`src/pfpc_regs.vh`:
```
// register map, field positions and reset values of the port filter and pull-up control
`ifndef PFPC_REGS_VH
`define PFPC_REGS_VH
// ------------------------------------------------------------
// register byte offsets
// ------------------------------------------------------------
`define PFPC_FILTER_OFS 12'h000
`define PFPC_PULLUP_OFS 12'h004
// ------------------------------------------------------------
// input_filter_select fields (lsb positions)
// ------------------------------------------------------------
`define PFPC_PORTA_LSB 0
`define PFPC_PORTB_LSB 2
`define PFPC_PORTC_LSB 4
`define PFPC_TWO_WIRE_LSB 10
`define PFPC_TIMER_LSB 12
`define PFPC_SET_ONE_LSB 24
`define PFPC_SET_TWO_LSB 26
`define PFPC_SET_THREE_LSB 29
// bits that hold state; all others read as zero
`define PFPC_FILTER_MASK 32'hff00_3c3f
`define PFPC_FILTER_RESET 32'h0000_0000
// ------------------------------------------------------------
// pin_pullup_enable_low fields
// ------------------------------------------------------------
`define PFPC_PULLUP_LSB 18
`define PFPC_PULLUP_MASK 32'h003c_0000
`define PFPC_PULLUP_RESET 32'h0000_0000
// ------------------------------------------------------------
// filter clock divider
// ------------------------------------------------------------
`define PFPC_DIV_WIDTH 12
`define PFPC_SET_ONE_BASE 1
`define PFPC_SET_TWO_BASE 5
`endif

```
`src/pfpc_filter.v`:
```
// glitch filter for a group of synchronised inputs
`timescale 1ns/10ps
`default_nettype none
module pfpc_filter #(
   parameter WIDTH = 8
) (
   input wire pclk,
   input wire presetn,
   input wire bypass,
   input wire tick,
   input wire [WIDTH-1:0] sync_in,
   output reg [WIDTH-1:0] filt_out
);
   reg [WIDTH-1:0] last_sample; // sample taken at the previous filter edge
   wire [WIDTH-1:0] moved; // bits that changed between filter edges

   assign moved = sync_in ^ last_sample;

   // ------------------------------------------------------------
   // sampling
   // ------------------------------------------------------------
   // a level passes only when two consecutive filter edges agree
   always @(posedge pclk or negedge presetn) begin
      if (!presetn) begin
         last_sample <= {WIDTH{1'b0}};
         filt_out <= {WIDTH{1'b0}};
      end else if (bypass) begin
         // unfiltered path follows the pin every cycle
         last_sample <= sync_in;
         filt_out <= sync_in;
      end else if (tick) begin
         last_sample <= sync_in;
         filt_out <= (sync_in & ~moved) | (filt_out & moved);
      end
   end
endmodule // pfpc_filter
`default_nettype wire

```
`src/pfpc_top.v`:
```
// port input filter clock selection and port c pull-up control with apb registers
//
// How it works
// timer filter: off, set one, two, three
// two-wire filter: off, one, two, bus clock
// port c filter: bus, one, two, three
// port b filter: bus, one, two, three
// port a filter: bus, one, two, three
// reserved bits ignore writes, read zero
// bits 21..18 enable port c 5..2 pull-ups
// pull-up acts only on input pins
// set one divides by 2,4,8,16
// level passes after consecutive equal samples
`timescale 1ns/10ps
`default_nettype none
`include "pfpc_regs.vh"
module pfpc_top #(
   parameter DIV_WIDTH = `PFPC_DIV_WIDTH
) (
   input wire pclk,
   input wire presetn,
   input wire psel,
   input wire penable,
   input wire pwrite,
   input wire [11:0] paddr,
   input wire [31:0] pwdata,
   output reg [31:0] prdata,
   output reg pready,
   output reg pslverr,
   input wire [1:0] timer_channel_in,
   input wire two_wire_scl_in,
   input wire two_wire_sda_in,
   input wire [7:0] porta_in,
   input wire [7:0] portb_in,
   input wire [7:0] portc_in,
   input wire [3:0] portc_hi_output_en,
   input wire [3:0] portc_hi_input_en,
   output wire [1:0] timer_channel_filt,
   output wire [1:0] two_wire_filt,
   output wire [7:0] porta_filt,
   output wire [7:0] portb_filt,
   output wire [7:0] portc_filt,
   output reg [3:0] portc_pullup_on
);
   // ------------------------------------------------------------
   // declarations
   // ------------------------------------------------------------
   reg [31:0] input_filter_select; // filter selection register
   reg [31:0] pin_pullup_enable_low; // pull-up enable register
   reg [DIV_WIDTH-1:0] div_count; // free-running prescaler
   reg [27:0] pin_meta; // first synchroniser stage
   reg [27:0] pin_sync; // second synchroniser stage
   wire [27:0] pin_raw; // all filtered pins
   wire access; // apb access phase
   wire hit_filter; // address decodes filter register
   wire hit_pullup; // address decodes pull-up register
   wire [1:0] set_one_code;
   wire [2:0] set_two_code;
   wire [2:0] set_three_code;
   wire tick_one; // filter clock set one enable
   wire tick_two; // filter clock set two enable
   wire tick_three; // filter clock set three enable
   wire [1:0] timer_sel;
   wire [1:0] two_wire_sel;
   wire [1:0] porta_sel;
   wire [1:0] portb_sel;
   wire [1:0] portc_sel;
   wire [3:0] pullup_en; // port c bits 5..2

   // ------------------------------------------------------------
   // functions
   // ------------------------------------------------------------
   // one-cycle pulse each time the low n bits of the prescaler wrap
   function wrap_tick;
      input [DIV_WIDTH-1:0] count;
      input [3:0] nbits;
      integer i;
      begin
         wrap_tick = 1'b1;
         for (i = 0; i < DIV_WIDTH; i = i + 1) begin
            if (i < nbits && !count[i]) begin
               wrap_tick = 1'b0;
            end
         end
      end
   endfunction

   // map a two-bit select to the enable of its filter clock
   function pick_tick;
      input [1:0] code;
      input code0_tick;
      input code3_tick;
      input t1;
      input t2;
      begin
         case (code)
            2'h0: pick_tick = code0_tick;
            2'h1: pick_tick = t1;
            2'h2: pick_tick = t2;
            default: pick_tick = code3_tick;
         endcase
      end
   endfunction

   // ------------------------------------------------------------
   // register fields
   // ------------------------------------------------------------
   assign timer_sel = input_filter_select[`PFPC_TIMER_LSB +: 2];
   assign two_wire_sel = input_filter_select[`PFPC_TWO_WIRE_LSB +: 2];
   assign porta_sel = input_filter_select[`PFPC_PORTA_LSB +: 2];
   assign portb_sel = input_filter_select[`PFPC_PORTB_LSB +: 2];
   assign portc_sel = input_filter_select[`PFPC_PORTC_LSB +: 2];
   assign set_one_code = input_filter_select[`PFPC_SET_ONE_LSB +: 2];
   assign set_two_code = input_filter_select[`PFPC_SET_TWO_LSB +: 3];
   assign set_three_code = input_filter_select[`PFPC_SET_THREE_LSB +: 3];
   assign pullup_en = pin_pullup_enable_low[`PFPC_PULLUP_LSB +: 4];

   // ------------------------------------------------------------
   // apb slave
   // ------------------------------------------------------------
   assign access = psel & penable;
   assign hit_filter = (paddr == `PFPC_FILTER_OFS);
   assign hit_pullup = (paddr == `PFPC_PULLUP_OFS);

   // one wait state: pready is high in the second access cycle
   always @(posedge pclk or negedge presetn) begin
      if (!presetn) begin
         pready <= 1'b0;
         pslverr <= 1'b0;
         prdata <= 32'h0000_0000;
      end else if (access && !pready) begin
         pready <= 1'b1;
         pslverr <= ~(hit_filter | hit_pullup); // unmapped address
         if (hit_filter) begin
            prdata <= input_filter_select;
         end else if (hit_pullup) begin
            prdata <= pin_pullup_enable_low;
         end else begin
            prdata <= 32'h0000_0000;
         end
      end else begin
         pready <= 1'b0;
         pslverr <= 1'b0;
      end
   end

   // writes land at the edge where pready is sampled high
   always @(posedge pclk or negedge presetn) begin
      if (!presetn) begin
         input_filter_select <= `PFPC_FILTER_RESET;
         pin_pullup_enable_low <= `PFPC_PULLUP_RESET;
      end else if (access && pready && pwrite) begin
         if (hit_filter) begin
            input_filter_select <= pwdata & `PFPC_FILTER_MASK;
         end
         if (hit_pullup) begin
            pin_pullup_enable_low <= pwdata & `PFPC_PULLUP_MASK;
         end
      end
   end

   // ------------------------------------------------------------
   // filter clock divider
   // ------------------------------------------------------------
   always @(posedge pclk or negedge presetn) begin
      if (!presetn) begin
         div_count <= {DIV_WIDTH{1'b0}};
      end else begin
         div_count <= div_count + 1'b1;
      end
   end

   // set one: 2,4,8,16; sets two and three: 32 up to 4096
   assign tick_one = wrap_tick(div_count, 4'd`PFPC_SET_ONE_BASE + {2'h0, set_one_code});
   assign tick_two = wrap_tick(div_count, 4'd`PFPC_SET_TWO_BASE + {1'h0, set_two_code});
   assign tick_three = wrap_tick(div_count, 4'd`PFPC_SET_TWO_BASE + {1'h0, set_three_code});

   // ------------------------------------------------------------
   // pin synchronisers
   // ------------------------------------------------------------
   assign pin_raw = {timer_channel_in, two_wire_scl_in, two_wire_sda_in,
                     porta_in, portb_in, portc_in};

   always @(posedge pclk or negedge presetn) begin
      if (!presetn) begin
         pin_meta <= 28'h000_0000;
         pin_sync <= 28'h000_0000;
      end else begin
         pin_meta <= pin_raw;
         pin_sync <= pin_meta;
      end
   end

   // ------------------------------------------------------------
   // filters
   // ------------------------------------------------------------
   pfpc_filter #(.WIDTH(2)) u_timer (
      .pclk(pclk), .presetn(presetn),
      .bypass(timer_sel == 2'h0),
      .tick(pick_tick(timer_sel, 1'b1, tick_three, tick_one, tick_two)),
      .sync_in(pin_sync[27:26]), .filt_out(timer_channel_filt)
   );

   pfpc_filter #(.WIDTH(2)) u_two_wire (
      .pclk(pclk), .presetn(presetn),
      .bypass(two_wire_sel == 2'h0),
      .tick(pick_tick(two_wire_sel, 1'b1, 1'b1, tick_one, tick_two)),
      .sync_in(pin_sync[25:24]), .filt_out(two_wire_filt)
   );

   pfpc_filter #(.WIDTH(8)) u_porta (
      .pclk(pclk), .presetn(presetn), .bypass(1'b0),
      .tick(pick_tick(porta_sel, 1'b1, tick_three, tick_one, tick_two)),
      .sync_in(pin_sync[23:16]), .filt_out(porta_filt)
   );

   pfpc_filter #(.WIDTH(8)) u_portb (
      .pclk(pclk), .presetn(presetn), .bypass(1'b0),
      .tick(pick_tick(portb_sel, 1'b1, tick_three, tick_one, tick_two)),
      .sync_in(pin_sync[15:8]), .filt_out(portb_filt)
   );

   pfpc_filter #(.WIDTH(8)) u_portc (
      .pclk(pclk), .presetn(presetn), .bypass(1'b0),
      .tick(pick_tick(portc_sel, 1'b1, tick_three, tick_one, tick_two)),
      .sync_in(pin_sync[7:0]), .filt_out(portc_filt)
   );

   // ------------------------------------------------------------
   // pull-up control
   // ------------------------------------------------------------
   // outputs and hi-z pins never get the pull-up
   always @(posedge pclk or negedge presetn) begin
      if (!presetn) begin
         portc_pullup_on <= 4'h0;
      end else begin
         portc_pullup_on <= pullup_en & ~portc_hi_output_en & portc_hi_input_en;
      end
   end
endmodule // pfpc_top
`default_nettype wire

```
`config.mk`:
```
export PLATFORM = sky130hd
export DESIGN_NAME = pfpc_top
export DESIGN_NICKNAME = d
export VERILOG_FILES = /design/src/pfpc_filter.v /design/src/pfpc_top.v
export VERILOG_INCLUDE_DIRS = /design/src
export SDC_FILE = /design/constraint.sdc
export NUM_CORES = 1
export LEC_CHECK = 0
export BUFFER_PORTS_ARGS = -buffer_cell sky130_fd_sc_hd__buf_2
export CORE_MARGIN = 8
export CORE_UTILIZATION = 55
export DETAILED_ROUTE_END_ITERATION = 8
export PLACE_DENSITY_LB_ADDON = 0.12
export SKIP_LAST_GASP = 1
export SLEW_MARGIN = 10
export SYNTH_ARGS = -nofsm -noshare
export SYNTH_HDL_FRONTEND = slang
export SYNTH_HIERARCHICAL = 1
export SYNTH_SLANG_ARGS = --single-unit
```
`constraint.sdc`:
```
create_clock -name pclk -period 5 [get_ports pclk]
set_clock_uncertainty 0.2 [all_clocks]
set_input_delay 0.25 -clock pclk [delete_from_list [all_inputs] [get_ports pclk]]
set_output_delay 0.25 -clock pclk [all_outputs]
set_load 0.02 [all_outputs]
```
==> results.md, run 1 <==
- The run finished with clean final reports.
- For this run the aggregate overflow at the end of global routing stands at 0.
- Summing every instance area after synthesis gives 7130 um^2.
- For this design the static power due to leakage is 4.57 nW.
- The clock root buffer is sky130_fd_sc_hd__clkbuf_16.
- The post-DP HPWL is between 10,000 and 15,000 um.
- In the final layout, flip-flops and latches occupy 4350 um^2.
- The warning count from the yosys run is 6.
- The hold violation count in the final report is 0.
- Subtracting the final worst setup slack from the clock period gives 3.38 ns.
- The die boundary height is 130 um.
- The maximum net fanout on the critical path is 8.
- Counting tap cells, the placed design contains a total of 838 instances.
- The number of diodes is 0.
- Counting flops and latches in the post-synthesis netlist gives 174.
- CTS saw about 170 sinks.
- The startpoint of the lowest-slack hold path is paddr[5].
- The max-cap check violation count is 0.
- From left edge to right edge, the die measures 130 um.
- Timing analysis after detailed placement gives a worst setup slack of about 1.6 ns.
- The routability-driven placement congestion ratio is about 0.8.
- The number of buffers between clock root and the deepest sink is 2.
- The die area is 16,900 um^2.
- The final setup violation count is 0.
- The starting density of the core is 0.565.
- The clock share of power is 0.448.
- The vias after detailed routing is just under 5,000.
- Of the total power, registers draw 0.479.
- The overall routing resource usage is 0.198.
- Of the synthesized area, sequential elements account for 0.610.
- Of the total power, combinational logic draws 0.073.
- After the flow finishes, the layout carries non-filler instances totaling 929.
- The internal power consumption is 0.00242 W.
- The worst hold path belongs to the class in2reg.
- During placement, the flow inserted port buffers numbering 130.
- In the final design database the tool counted 842 nets.
- The number of antenna violations at the first check in global routing was 0.
- The achievable frequency is 296 MHz.
- The async set-or-reset flop fraction in the synthesized netlist is 1.00.
- Post-CTS repair changed the size of 0 cells.
- The synthesized design contains 0 enable-type register cells.
- Setup repair after global routing left no endpoint under its margin.
- Dividing the detail-routed via count by the number of cells gives between 5 and 6.
- Fill cells in the final layout number 882.
- In the synthesized netlist the dominant register cell turns out to be sky130_fd_sc_hd__dfrtp_1.
- The power per standard cell area is 345 nW/um^2.
- After clock tree synthesis, the clock-pin slew on the worst setup and hold paths is 0.07 ns.
- The insertion delay to the later sink of the worst-skew pair is 0.43 ns.
- Leaving out fill and tap cells, the most frequent cell in the layout is sky130_fd_sc_hd__dfrtp_1.
- The critical path goes through inv_1, ha_1, a21o_1, a221oi_1, nor3_1, a311oi_1, nor2_2, mux2_1.
- The total net switching power is 0.000710 W.
- The max-slew headroom at the worst pin is 0.325.
- For this block, the initial DRC count from the detailed router was 294.
- The pin count of the biggest net entering global routing is 78.
- The count of mapped cells out of synthesis is 544.
- Across all setup checks in the final design, the least slack found is 1.62 ns.
- Across the VDD grid, the largest voltage drop is 0.000352 V.
- In this run the critical register-to-register path is launched from input_filter_select[24].
- Summing all multi-input logic gate instances after layout gives 2400 um^2.
- STA classifies the critical path endpoint as a register.
- STA classifies the critical path startpoint as a register.
- At the worst endpoint, the required time is 5.10 ns.
- The standard cell core area is 12,600 um^2.
- In this run the remaining antenna-violating nets after routing total 0.
- The transition time of the tightest slew-check pin is between 1 and 1.5 ns.
- The via count of the first global-routing pass is 5,390.
- In the layout the commonest cells are sky130_fd_sc_hd__dfrtp_1, sky130_fd_sc_hd__buf_2, sky130_fd_sc_hd__a21oi_1.
- The ratio of cells with drive above 1 in the final layout is 0.301.
- The smallest hold slack is 0.0280 ns.
- The total length of routed wires is ~16,000 um.
- After detailed routing, the average wire length per cell comes to 16.7 um.
- For this run, the detailed router's first-pass iteration total came to 4.
- In this design, the stage delay of the slowest critical-path cell is 0.86 ns.
- Summed over all failing endpoints, the final setup total negative slack is 0 ns.
- The critical path starts at input_filter_select[24].
- At the end of the flow the core is filled with cells to 0.719.
- The H-tree level count is 4.
- The final clock period utilization by the worst path is 0.676.
- Row generation in the floorplan step produced 41 rows.
- The number of buffers created by CTS is 17.
- Of the total power, the share spent switching nets is 0.227.
- 151 I/O pins were placed.
- The first global-routing pass estimated between 20,000 and 30,000 um of wire.
- TritonCTS built the clock tree.
- The layout overhead on the synthesized area is 27.3%.
- Data arrives at the worst endpoint at 3.48 ns.
- After synthesis, the mean cell area works out to roughly 13 um^2.
- The remaining design rule violation count is 0.
- The count of distinct cell types in the synthesized netlist is 50.
- The cell type of the slowest stage on the worst timing path is sky130_fd_sc_hd__a221oi_1.
- The category of the critical setup timing path is reg2reg.
- The number of slew-limit violations in the final report is 0.
==> cell families after synthesis <==
kind of cell,after synthesis,synth area share
fa+ha+maj,13,0.0228
mux,50,0.0821
other cells,1,0.000526
xor+xnor,12,0.0158
simple gates,80,0.0726
compound gates,141,0.135
flops,174,0.610
buf+inv,73,0.0607
==> critical path, delay by kind of cell (launching register included) <==
family / cells / cell delay [ns]
flip-flops: 1 / 0.48
AND/OR/NAND/NOR: 2 / 0.18
buffers and inverters: 1 / 0.07
AO/OA/AOI/OAI: 3 / 1.69
adder cells (fa/ha/maj): 1 / 0.29
multiplexers: 1 / 0.34
==> cell type report <==
| type | count | share of cell area |
|---|---|---|
| Sequential cell | 174 | 0.480 |
| Multi-Input combinational cell | 309 | 0.265 |
| Timing Repair Buffer | 195 | 0.142 |
| Clock buffer | 18 | 0.0473 |
| Tap cell | 172 | 0.0237 |
| Clock inverter | 14 | 0.0227 |
| Inverter | 47 | 0.0194 |
==> synthesized netlist by cell type, types with 6 or more instances <==
cell,instances,share of area
sky130_fd_sc_hd__a21oi_1,67,0.047
sky130_fd_sc_hd__a22o_1,22,0.027
sky130_fd_sc_hd__and3_1,7,0.0061
sky130_fd_sc_hd__buf_4,11,0.012
sky130_fd_sc_hd__buf_6,9,0.014
sky130_fd_sc_hd__dfrtp_1,174,0.61
sky130_fd_sc_hd__ha_1,13,0.023
sky130_fd_sc_hd__inv_1,47,0.025
sky130_fd_sc_hd__mux2_2,40,0.063
sky130_fd_sc_hd__mux2_4,6,0.013
sky130_fd_sc_hd__nand2_1,7,0.0037
sky130_fd_sc_hd__nor2b_1,29,0.025
sky130_fd_sc_hd__nor3_1,6,0.0042
sky130_fd_sc_hd__o22a_1,28,0.034
sky130_fd_sc_hd__xnor2_1,6,0.0074
==> path summary, 6_finish.rpt <==
| path | to | slack, ns | cells after the start |
|---|---|---|---|
| hold reg to reg | pin_sync[14] | 0.15 | 0 |
| min in group asynchronous | pin_sync[23] | 0.22 | 2 |
| hold / removal | pslverr | 0.03 | 4 |
| max in group asynchronous | pin_meta[10] | 3.26 | 3 |
| setup / recovery | u_timer/last_sample[0] | 1.62 | 8 |
| setup reg to reg | u_timer/last_sample[0] | 1.62 | 8 |
==> metal layers <==
layer / track usage / vias up / wire (um) / part of all wire
met2: 0.334 / 144 / 7930 / 0.51
met3: 0.0596 / 17 / 971 / 0.063
li1: - / 2292 / - / -
met5: 0 / - / 0 / 0
met1: 0.235 / 2426 / 6370 / 0.41
met4: 0.0751 / 0 / 242 / 0.016
==> power by group through the flow <==
stage	Combinational (W)	Sequential (W)	Clock (W)
floorplan	0.0000820	0.00155	0
global placement	0.000188	0.00152	0
detailed placement	0.000194	0.00152	0
CTS	0.000229	0.00150	0.00143
global route	0.000251	0.00151	0.00150
finish	0.000229	0.00150	0.00140
==> stage by stage <==
stage / cell area [um^2] / power [W]
2_1_floorplan: 7180 / 0.00163
3_3_place_gp: 7850 / 0.00171
3_5_place_dp: 7850 / 0.00172
6_report: 9080 / 0.00313
5_1_grt: 9080 / 0.00325
4_1_cts: 9080 / 0.00316
==> repair_timing <==
| action | 4_1_cts | 5_1_grt |
|---|---|---|
| hold buffers | 59 | 0 |
| endpoints found under the hold margin | 129 | 0 |
| buffers inserted | 0 | 0 |
Power figures use the tool's default switching activity.
==> run 2, diff against run 1 <==
CORE_UTILIZATION = 54   (was 55)
clock period = 3.15 ns   (was 5 ns; I/O delays follow)
==> run 2 against run 1 <==
Non-clock buffer count rose by 9. First-iteration DRC count fell by 13%. Clock-buffer cell count fell by 1. Final area rose by 0.90%. Largest power group unchanged. Final cell count rose by 1.4%. Utilization fell by 1.9 points. Register-to-register slack got worse by 1.4 ns.
==> results.md, run 2 (synthesized netlist as in run 1, its figures left out) <==
- The H-tree level count was 4 (unchanged).
- The combinational group share of total power is 0.077 (+0.004).
- The clock share of power is 0.426 (-0.022).
- The setup TNS was 0 ns (unchanged).
- The post-layout worst setup margin is 0.202 ns (-1.42 ns).
- The site row count is 42 (+2.4%).
- The clock-pin slew on the worst setup and hold paths is 0.07 ns (about the same).
- The number of buffers created by CTS is 17 (unchanged).
- The leakage power figure is 4.61 nW (+0.88%).
- The worst setup path is captured at a register.
- The worst setup timing slack at the placement stage was 0.232 ns (-1.42 ns).
- The routability-driven placement congestion ratio is 0.820 (+2.8%).
- The post-detailed-route wirelength per cell came to 16.4 um (-2.0%).
- The worst-case vdd ir drop is 0.000443 V (+26%).
- The leading cell type in the layout, fill and taps excluded is sky130_fd_sc_hd__dfrtp_1.
- The max-slew headroom at the worst pin is 0.503 (+0.177).
- The post-DP HPWL was 10,400 um (+2.5%).
- The post-route antenna net violation count is 0 (unchanged).
- The starting density of the core is 0.545 (-0.0201).
- In this run the top signal layer used is met4.
- The sum of buffers and inverters on the critical path came to 1 (unchanged).
- The post-layout minimum cycle time came to 2.95 ns (-0.433 ns).
- The number of diodes is 0 (unchanged).
- The sink count of the clock tree is 174 (unchanged).
- The die boundary height is 131 um (+0.81%).
- The total grt overflow is 0 (unchanged).
- The filler cell count in the final layout is 918 (+4.1%).
- The power per standard cell area is 522 nW/um^2 (+51%).
- The signal on the critical path passes through ha_1, xor2_2, o21ai_1, a221oi_2, nand3_2, a311oi_2, buf_12, nor2_8, mux2_4.
- The vias after detailed routing is 4,915 (+0.74%).
- The data required time of the critical path is 3.26 ns (-1.84 ns).
- The pin count of the biggest net entering global routing was 83 (+6.4%).
- The count of port buffers added during placement is 130 (unchanged).
- The total net switching power is 0.00116 W (+64%).
- The transition time of the tightest slew-check pin is 0.746 ns (-0.266 ns).
- The top cell family by delay on the critical path is compound AO/OA/AOI/OAI gates.
- The run finished with clean final reports.
- The layout overhead on the synthesized area is 28.4%.
- The register share of total power is 0.497 (+0.018).
- The number of antenna violations at the first check in global routing is 0 (unchanged).
- The total length of routed met3 wires is 999 um (+2.9%).
- The path class of the tightest hold or removal check is in2async.
- The number of cells on the critical path is 9 (+1).
- The overall die width was 131 um (+0.81%).
- The internal power consumption is 0.00362 W (+50%).
- Clock tree synthesis selected as its root buffer the cell sky130_fd_sc_hd__clkbuf_16.
- The met2 layer wire length in the routed design is 7740 um (-2.4%).
- The depth of the most critical reg-to-reg path is 9 (+1).
- The routed length on met1 was 6530 um (+2.5%).
- The setup path with the least slack is of type reg2reg.
- The number of slew-limit violations in the final report is 0 (unchanged).
- The first-pass GRT wire length was 25,400 um (-1.8%).
- The number of buffers between clock root and the deepest sink is 2 (unchanged).
- The insertion delay to the later sink of the worst-skew pair is 0.43 ns (about the same).
- The number of standard cells in the final layout excluding fillers was 942 (+1.4%).
- The number of placed instances with taps included came to 847 (+1.1%).
- The largest individual stage delay along the critical path comes from the cell sky130_fd_sc_hd__dfrtp_1.
- The via count of the first global-routing pass is 5,175 (-4.0%).
- The number of gates resized after CTS is 0 (unchanged).
- The signal arrival time at the worst endpoint is 3.06 ns (-0.42 ns).
- The via count normalized by instance count is 5.22 (-0.65%).
- The die area came to 17,100 um^2 (+1.6%).
- The ratio of cells with drive above 1 in the final layout came to 0.305 (+0.00429).
- The total length of routed wires is 15,400 um (-0.62%).
- The standard cell core area is 13,100 um^2 (+3.7%).
- The achievable frequency is 339 MHz (+15%).
- The maximum net fanout on the critical path was 17 (+9).
- The hold violation count in the final report came to 0 (unchanged).
- The final setup violation count was 0 (unchanged).
- The remaining design rule violation count is 0 (unchanged).
- The fraction of power spent switching nets is 0.243 (+0.0166).
- The max-cap check violation count is 0 (unchanged).
- STA classifies the critical path startpoint as a register.
- The number of iterations in the first detailed-routing pass came to 4 (unchanged).
- The final net count is 851 (+1.1%).
- The count of routing violations after the opening detailed-route iteration was 257 (-13%).
- The CTS tree is yes.
- The biggest cell delay along the critical path is 0.46 ns (-0.40 ns).
- The overall routing resource usage is 0.192 (-0.00571).
- Setup repair after global routing left no endpoint under its margin.
- The library cells used most frequently in the layout, excluding fill and tap cells, are sky130_fd_sc_hd__dfrtp_1, sky130_fd_sc_hd__buf_2, sky130_fd_sc_hd__a21oi_1.
- The final clock period utilization by the worst path was 0.936 (+0.260).
- The number of top-level pins is 151 (unchanged).
run 2: cell count changes in the layout (fill, tap and decap cells not counted), sizes merged:
cell	before	now
buf	136	141
inv	51	53
bufinv	4	1
clkinvlp	1	3
clkbuf	18	17
dlygate4sd3	59	63
run 2: routing by layer:
| layer | GRT usage | up-vias |
|---|---|---|
| met4 | 0.0614 | 0 |
| met2 | 0.319 | 143 |
| met5 | 0 | - |
| met1 | 0.233 | 2440 |
| met3 | 0.0625 | 16 |
| li1 | - | 2316 |
run 2: power groups by stage:
stage	logic, W	registers [W]	clock network, W
6_report	0.000367	0.00238	0.00203
4_1_cts	0.000369	0.00238	0.00208
2_1_floorplan	0.000130	0.00245	0
5_1_grt	0.000405	0.00239	0.00219
3_5_place_dp	0.000313	0.00242	0
3_3_place_gp	0.000301	0.00241	0
run 2: timing repair:
item,in CTS,in global routing
buffers inserted,0,0
endpoints found under the hold margin,138,0
hold buffers,63,0
run 2: layout make-up:
cell class | instances | area (um^2) | area share
multi-input cells | 309 | 2400 | 0.263
repair buffers | 204 | 1420 | 0.155
well taps | 176 | 220 | 0.0240
inverters | 47 | 176 | 0.0193
clock buffers | 17 | 425 | 0.0464
flip-flops and latches | 174 | 4350 | 0.475
clock inverters | 15 | 159 | 0.0173
run 2: worst paths after layout:
check                                         from                endpoint  slack, ns
max                        input_filter_select[26]  u_porta/last_sample[1]       0.20
min                                        presetn  u_porta/last_sample[2]       0.14
max reg2reg                input_filter_select[26]  u_porta/last_sample[1]       0.20
min reg2reg                           pin_meta[23]            pin_sync[23]       0.15
max in group asynchronous                  presetn            pin_sync[25]       1.84
min in group pclk                     pin_meta[23]            pin_sync[23]       0.15
run 2: per-stage QoR:
step	total power [W]	util	area (um^2)	hold slack, ns
floorplan	0.00258	-	7180	-0.338
global placement	0.00271	0.607	7950	0.0430
detailed placement	0.00273	0.607	7950	0.0576
CTS	0.00483	0.700	9160	0.139
global route	0.00499	0.700	9160	0.153
finish	0.00478	0.700	9160	0.137
==> run 3, diff against run 2 <==
CORE_UTILIZATION = 46   (was 54)
==> run 3 against run 2 <==
Hold slack gained 0.012 ns. Sequential power is essentially flat. Via count shrank 0.61%. Worst setup slack lost 0.0065 ns. Combinational power is essentially flat. Fmax shrank 0.22%. Die area grew 15%. Clock-buffer cell count grew 2. Sequential share of layout area shrank 0.24 points. Clock power grew 9%. Flip-flop and latch count is the same.
==> results.md, run 3 (synthesized netlist as in run 1, its figures left out) <==
- The run finished with clean final reports.
- The power per standard cell area is 538 nW/um^2 (+3.1%).
- The worst setup path is launched from a register.
- The achievable frequency is 339 MHz (-0.22%).
- The die area came to 19,800 um^2 (+15%).
- The max-cap check violation count is 0 (unchanged).
- The routability-driven placement congestion ratio is 0.802 (-2.2%).
- The number of top-level pins is 151 (unchanged).
- The clock-pin slew on the worst setup and hold paths is 0.07 ns (about the same).
- The clock root buffer is sky130_fd_sc_hd__clkbuf_16.
- The combined flip-flop and latch cell area is 4350 um^2 (unchanged).
- The post-route antenna net violation count is 0 (unchanged).
- Relative to the synthesized area, the layout overhead comes to 29.0%.
- The insertion delay to the later sink of the worst-skew pair was 0.42 ns (about the same).
- The overall routing resource usage is 0.171 (-0.0210).
- Leaving out fill and tap cells, the most frequent cell in the layout is sky130_fd_sc_hd__dfrtp_1.
- The data required time of the critical path was 3.25 ns (about the same).
- The max-slew headroom at the worst pin came to 0.371 (-0.132).
- The die boundary height is 141 um (+7.3%).
- The biggest cell delay along the critical path is 0.47 ns (about the same).
- The signal arrival time at the worst endpoint was 3.06 ns (about the same).
- The post-layout worst setup margin is 0.196 ns (-0.00649 ns).
- The count of port buffers added during placement is 130 (unchanged).
- The standard cell core area was 15,200 um^2 (+16%).
- The final clock period utilization by the worst path is 0.938 (+0.00206).
- The total grt overflow is 0 (unchanged).
- The via count normalized by instance count is 5.12 (-1.9%).
- The final setup violation count was 0 (unchanged).
- The vias after detailed routing was 4,885 (-0.61%).
- The tightest min-delay check is of the reg2reg type.
- The sink count of the clock tree was 174 (unchanged).
- The ratio of cells with drive above 1 in the final layout is 0.306 (+0.000399).
- The post-layout minimum cycle time is 2.95 ns (+0.00649 ns).
- The sum of buffers and inverters on the critical path is 1 (unchanged).
- The endpoint class of the critical path is a register.
- The total length of routed wires is 15,800 um (+2.5%).
- The via count of the first global-routing pass is 5,301 (+2.4%).
- The worst setup timing slack at the placement stage is 0.190 ns (-0.0429 ns).
- The first-pass GRT wire length is 27,000 um (+6.3%).
- The number of buffers created by CTS is 17 (unchanged).
- Grouping stages by cell kind, the critical path spends the most delay in compound AO/OA/AOI/OAI gates.
- The setup TNS is 0 ns (unchanged).
- The number of buffers between clock root and the deepest sink is 2 (unchanged).
- The slowest stage of the critical path is the sky130_fd_sc_hd__dfrtp_1 cell.
- In the layout the commonest cells are sky130_fd_sc_hd__dfrtp_1, sky130_fd_sc_hd__buf_2, sky130_fd_sc_hd__a21oi_1.
- The overall die width is 141 um (+7.3%).
- The H-tree level count is 4 (unchanged).
- The final net count is 850 (-0.12%).
- The hold violation count in the final report was 0 (unchanged).
- TritonCTS built the clock tree.
- The count of routing violations after the opening detailed-route iteration is 222 (-14%).
- The critical path goes through ha_2, xor2_2, o21ai_1, a221oi_2, nand3_2, a311oi_2, buf_12, nor2_8, mux2_4.
- Setup repair after global routing left no endpoint under its margin.
- In this run the most critical hold path is launched from pin_meta[26].
- The starting density of the core is 0.469 (-0.0759).
- The area of the multi-input gates was 2410 um^2 (+0.10%).
- The leakage power figure was 4.62 nW (+0.26%).
- The number of antenna violations at the first check in global routing is 0 (unchanged).
- The transition time of the tightest slew-check pin is 0.944 ns (+0.198 ns).
- The critical path starts at input_filter_select[26].
- The maximum net fanout on the critical path is 17 (unchanged).
- The critical path is of the reg2reg type.
- The number of slew-limit violations in the final report is 0 (unchanged).
- The pin count of the biggest net entering global routing was 101 (+22%).
- The post-detailed-route wirelength per cell came to 16.6 um (+1.2%).
- The worst register-to-register path begins at input_filter_select[26].
- The remaining design rule violation count is 0 (unchanged).
- The post-DP HPWL is 10,200 um (-2.1%).
- The site row count is 45 (+7.1%).
- The number of iterations in the first detailed-routing pass is 4 (unchanged).
- The filler cell count in the final layout is 1,239 (+35%).
- The worst-case vdd ir drop is 0.000363 V (-18%).
[run 3: power breakdown]
group	switching (W)	internal (W)	leakage, nW
combinational	0.000193	0.000173	2.15
sequential	0.0000530	0.00233	2.17
clock	0.000901	0.00131	0.303
[run 3: worst paths after layout]
check	end	cells after the start	slack, ns
min	pin_sync[26]	0	0.15
min in group asynchronous	pin_sync[23]	2	0.19
min reg2reg	pin_sync[26]	0	0.15
max reg2reg	u_portb/last_sample[1]	9	0.20
max	u_portb/last_sample[1]	9	0.20
max in group asynchronous	pin_meta[15]	3	1.69
[run 3: final cells by class]
class | instances | area share
timing repair buffer | 203 | 0.152
antenna | 1 | 0.000272
tap | 188 | 0.0256
multi-input combinational | 309 | 0.261
clock buffer | 19 | 0.0492
sequential | 174 | 0.473
clock inverter | 13 | 0.0193
inverter | 47 | 0.0192
[run 3: routing by layer]
metal	wire length, um	up-vias	global-route usage
li1	-	2310	-
met1	7070	2408	0.217
met2	7440	145	0.272
met3	1080	22	0.0554
met4	221	0	0.0594
met5	0	-	0
[run 3: what timing repair did]
action | CTS | global route
buffers inserted | 0 | 0
setup endpoints to repair | 0 | 23
resized for setup | 0 | 1
hold buffers | 63 | 0
endpoints found under the hold margin | 157 | 0
[run 3: through the flow]
step / instances / cell area (um^2) / hold slack (ns) / util / power, W
after floorplan: 556 / 7180 / -0.338 / - / 0.00258
after global placement: 858 / 7940 / 0.0652 / 0.522 / 0.00272
after detailed placement: 858 / 7940 / 0.0668 / 0.522 / 0.00273
after CTS: 953 / 9200 / 0.147 / 0.605 / 0.00501
after global routing: 953 / 9200 / 0.150 / 0.605 / 0.00515
final: 954 / 9210 / 0.149 / 0.606 / 0.00495
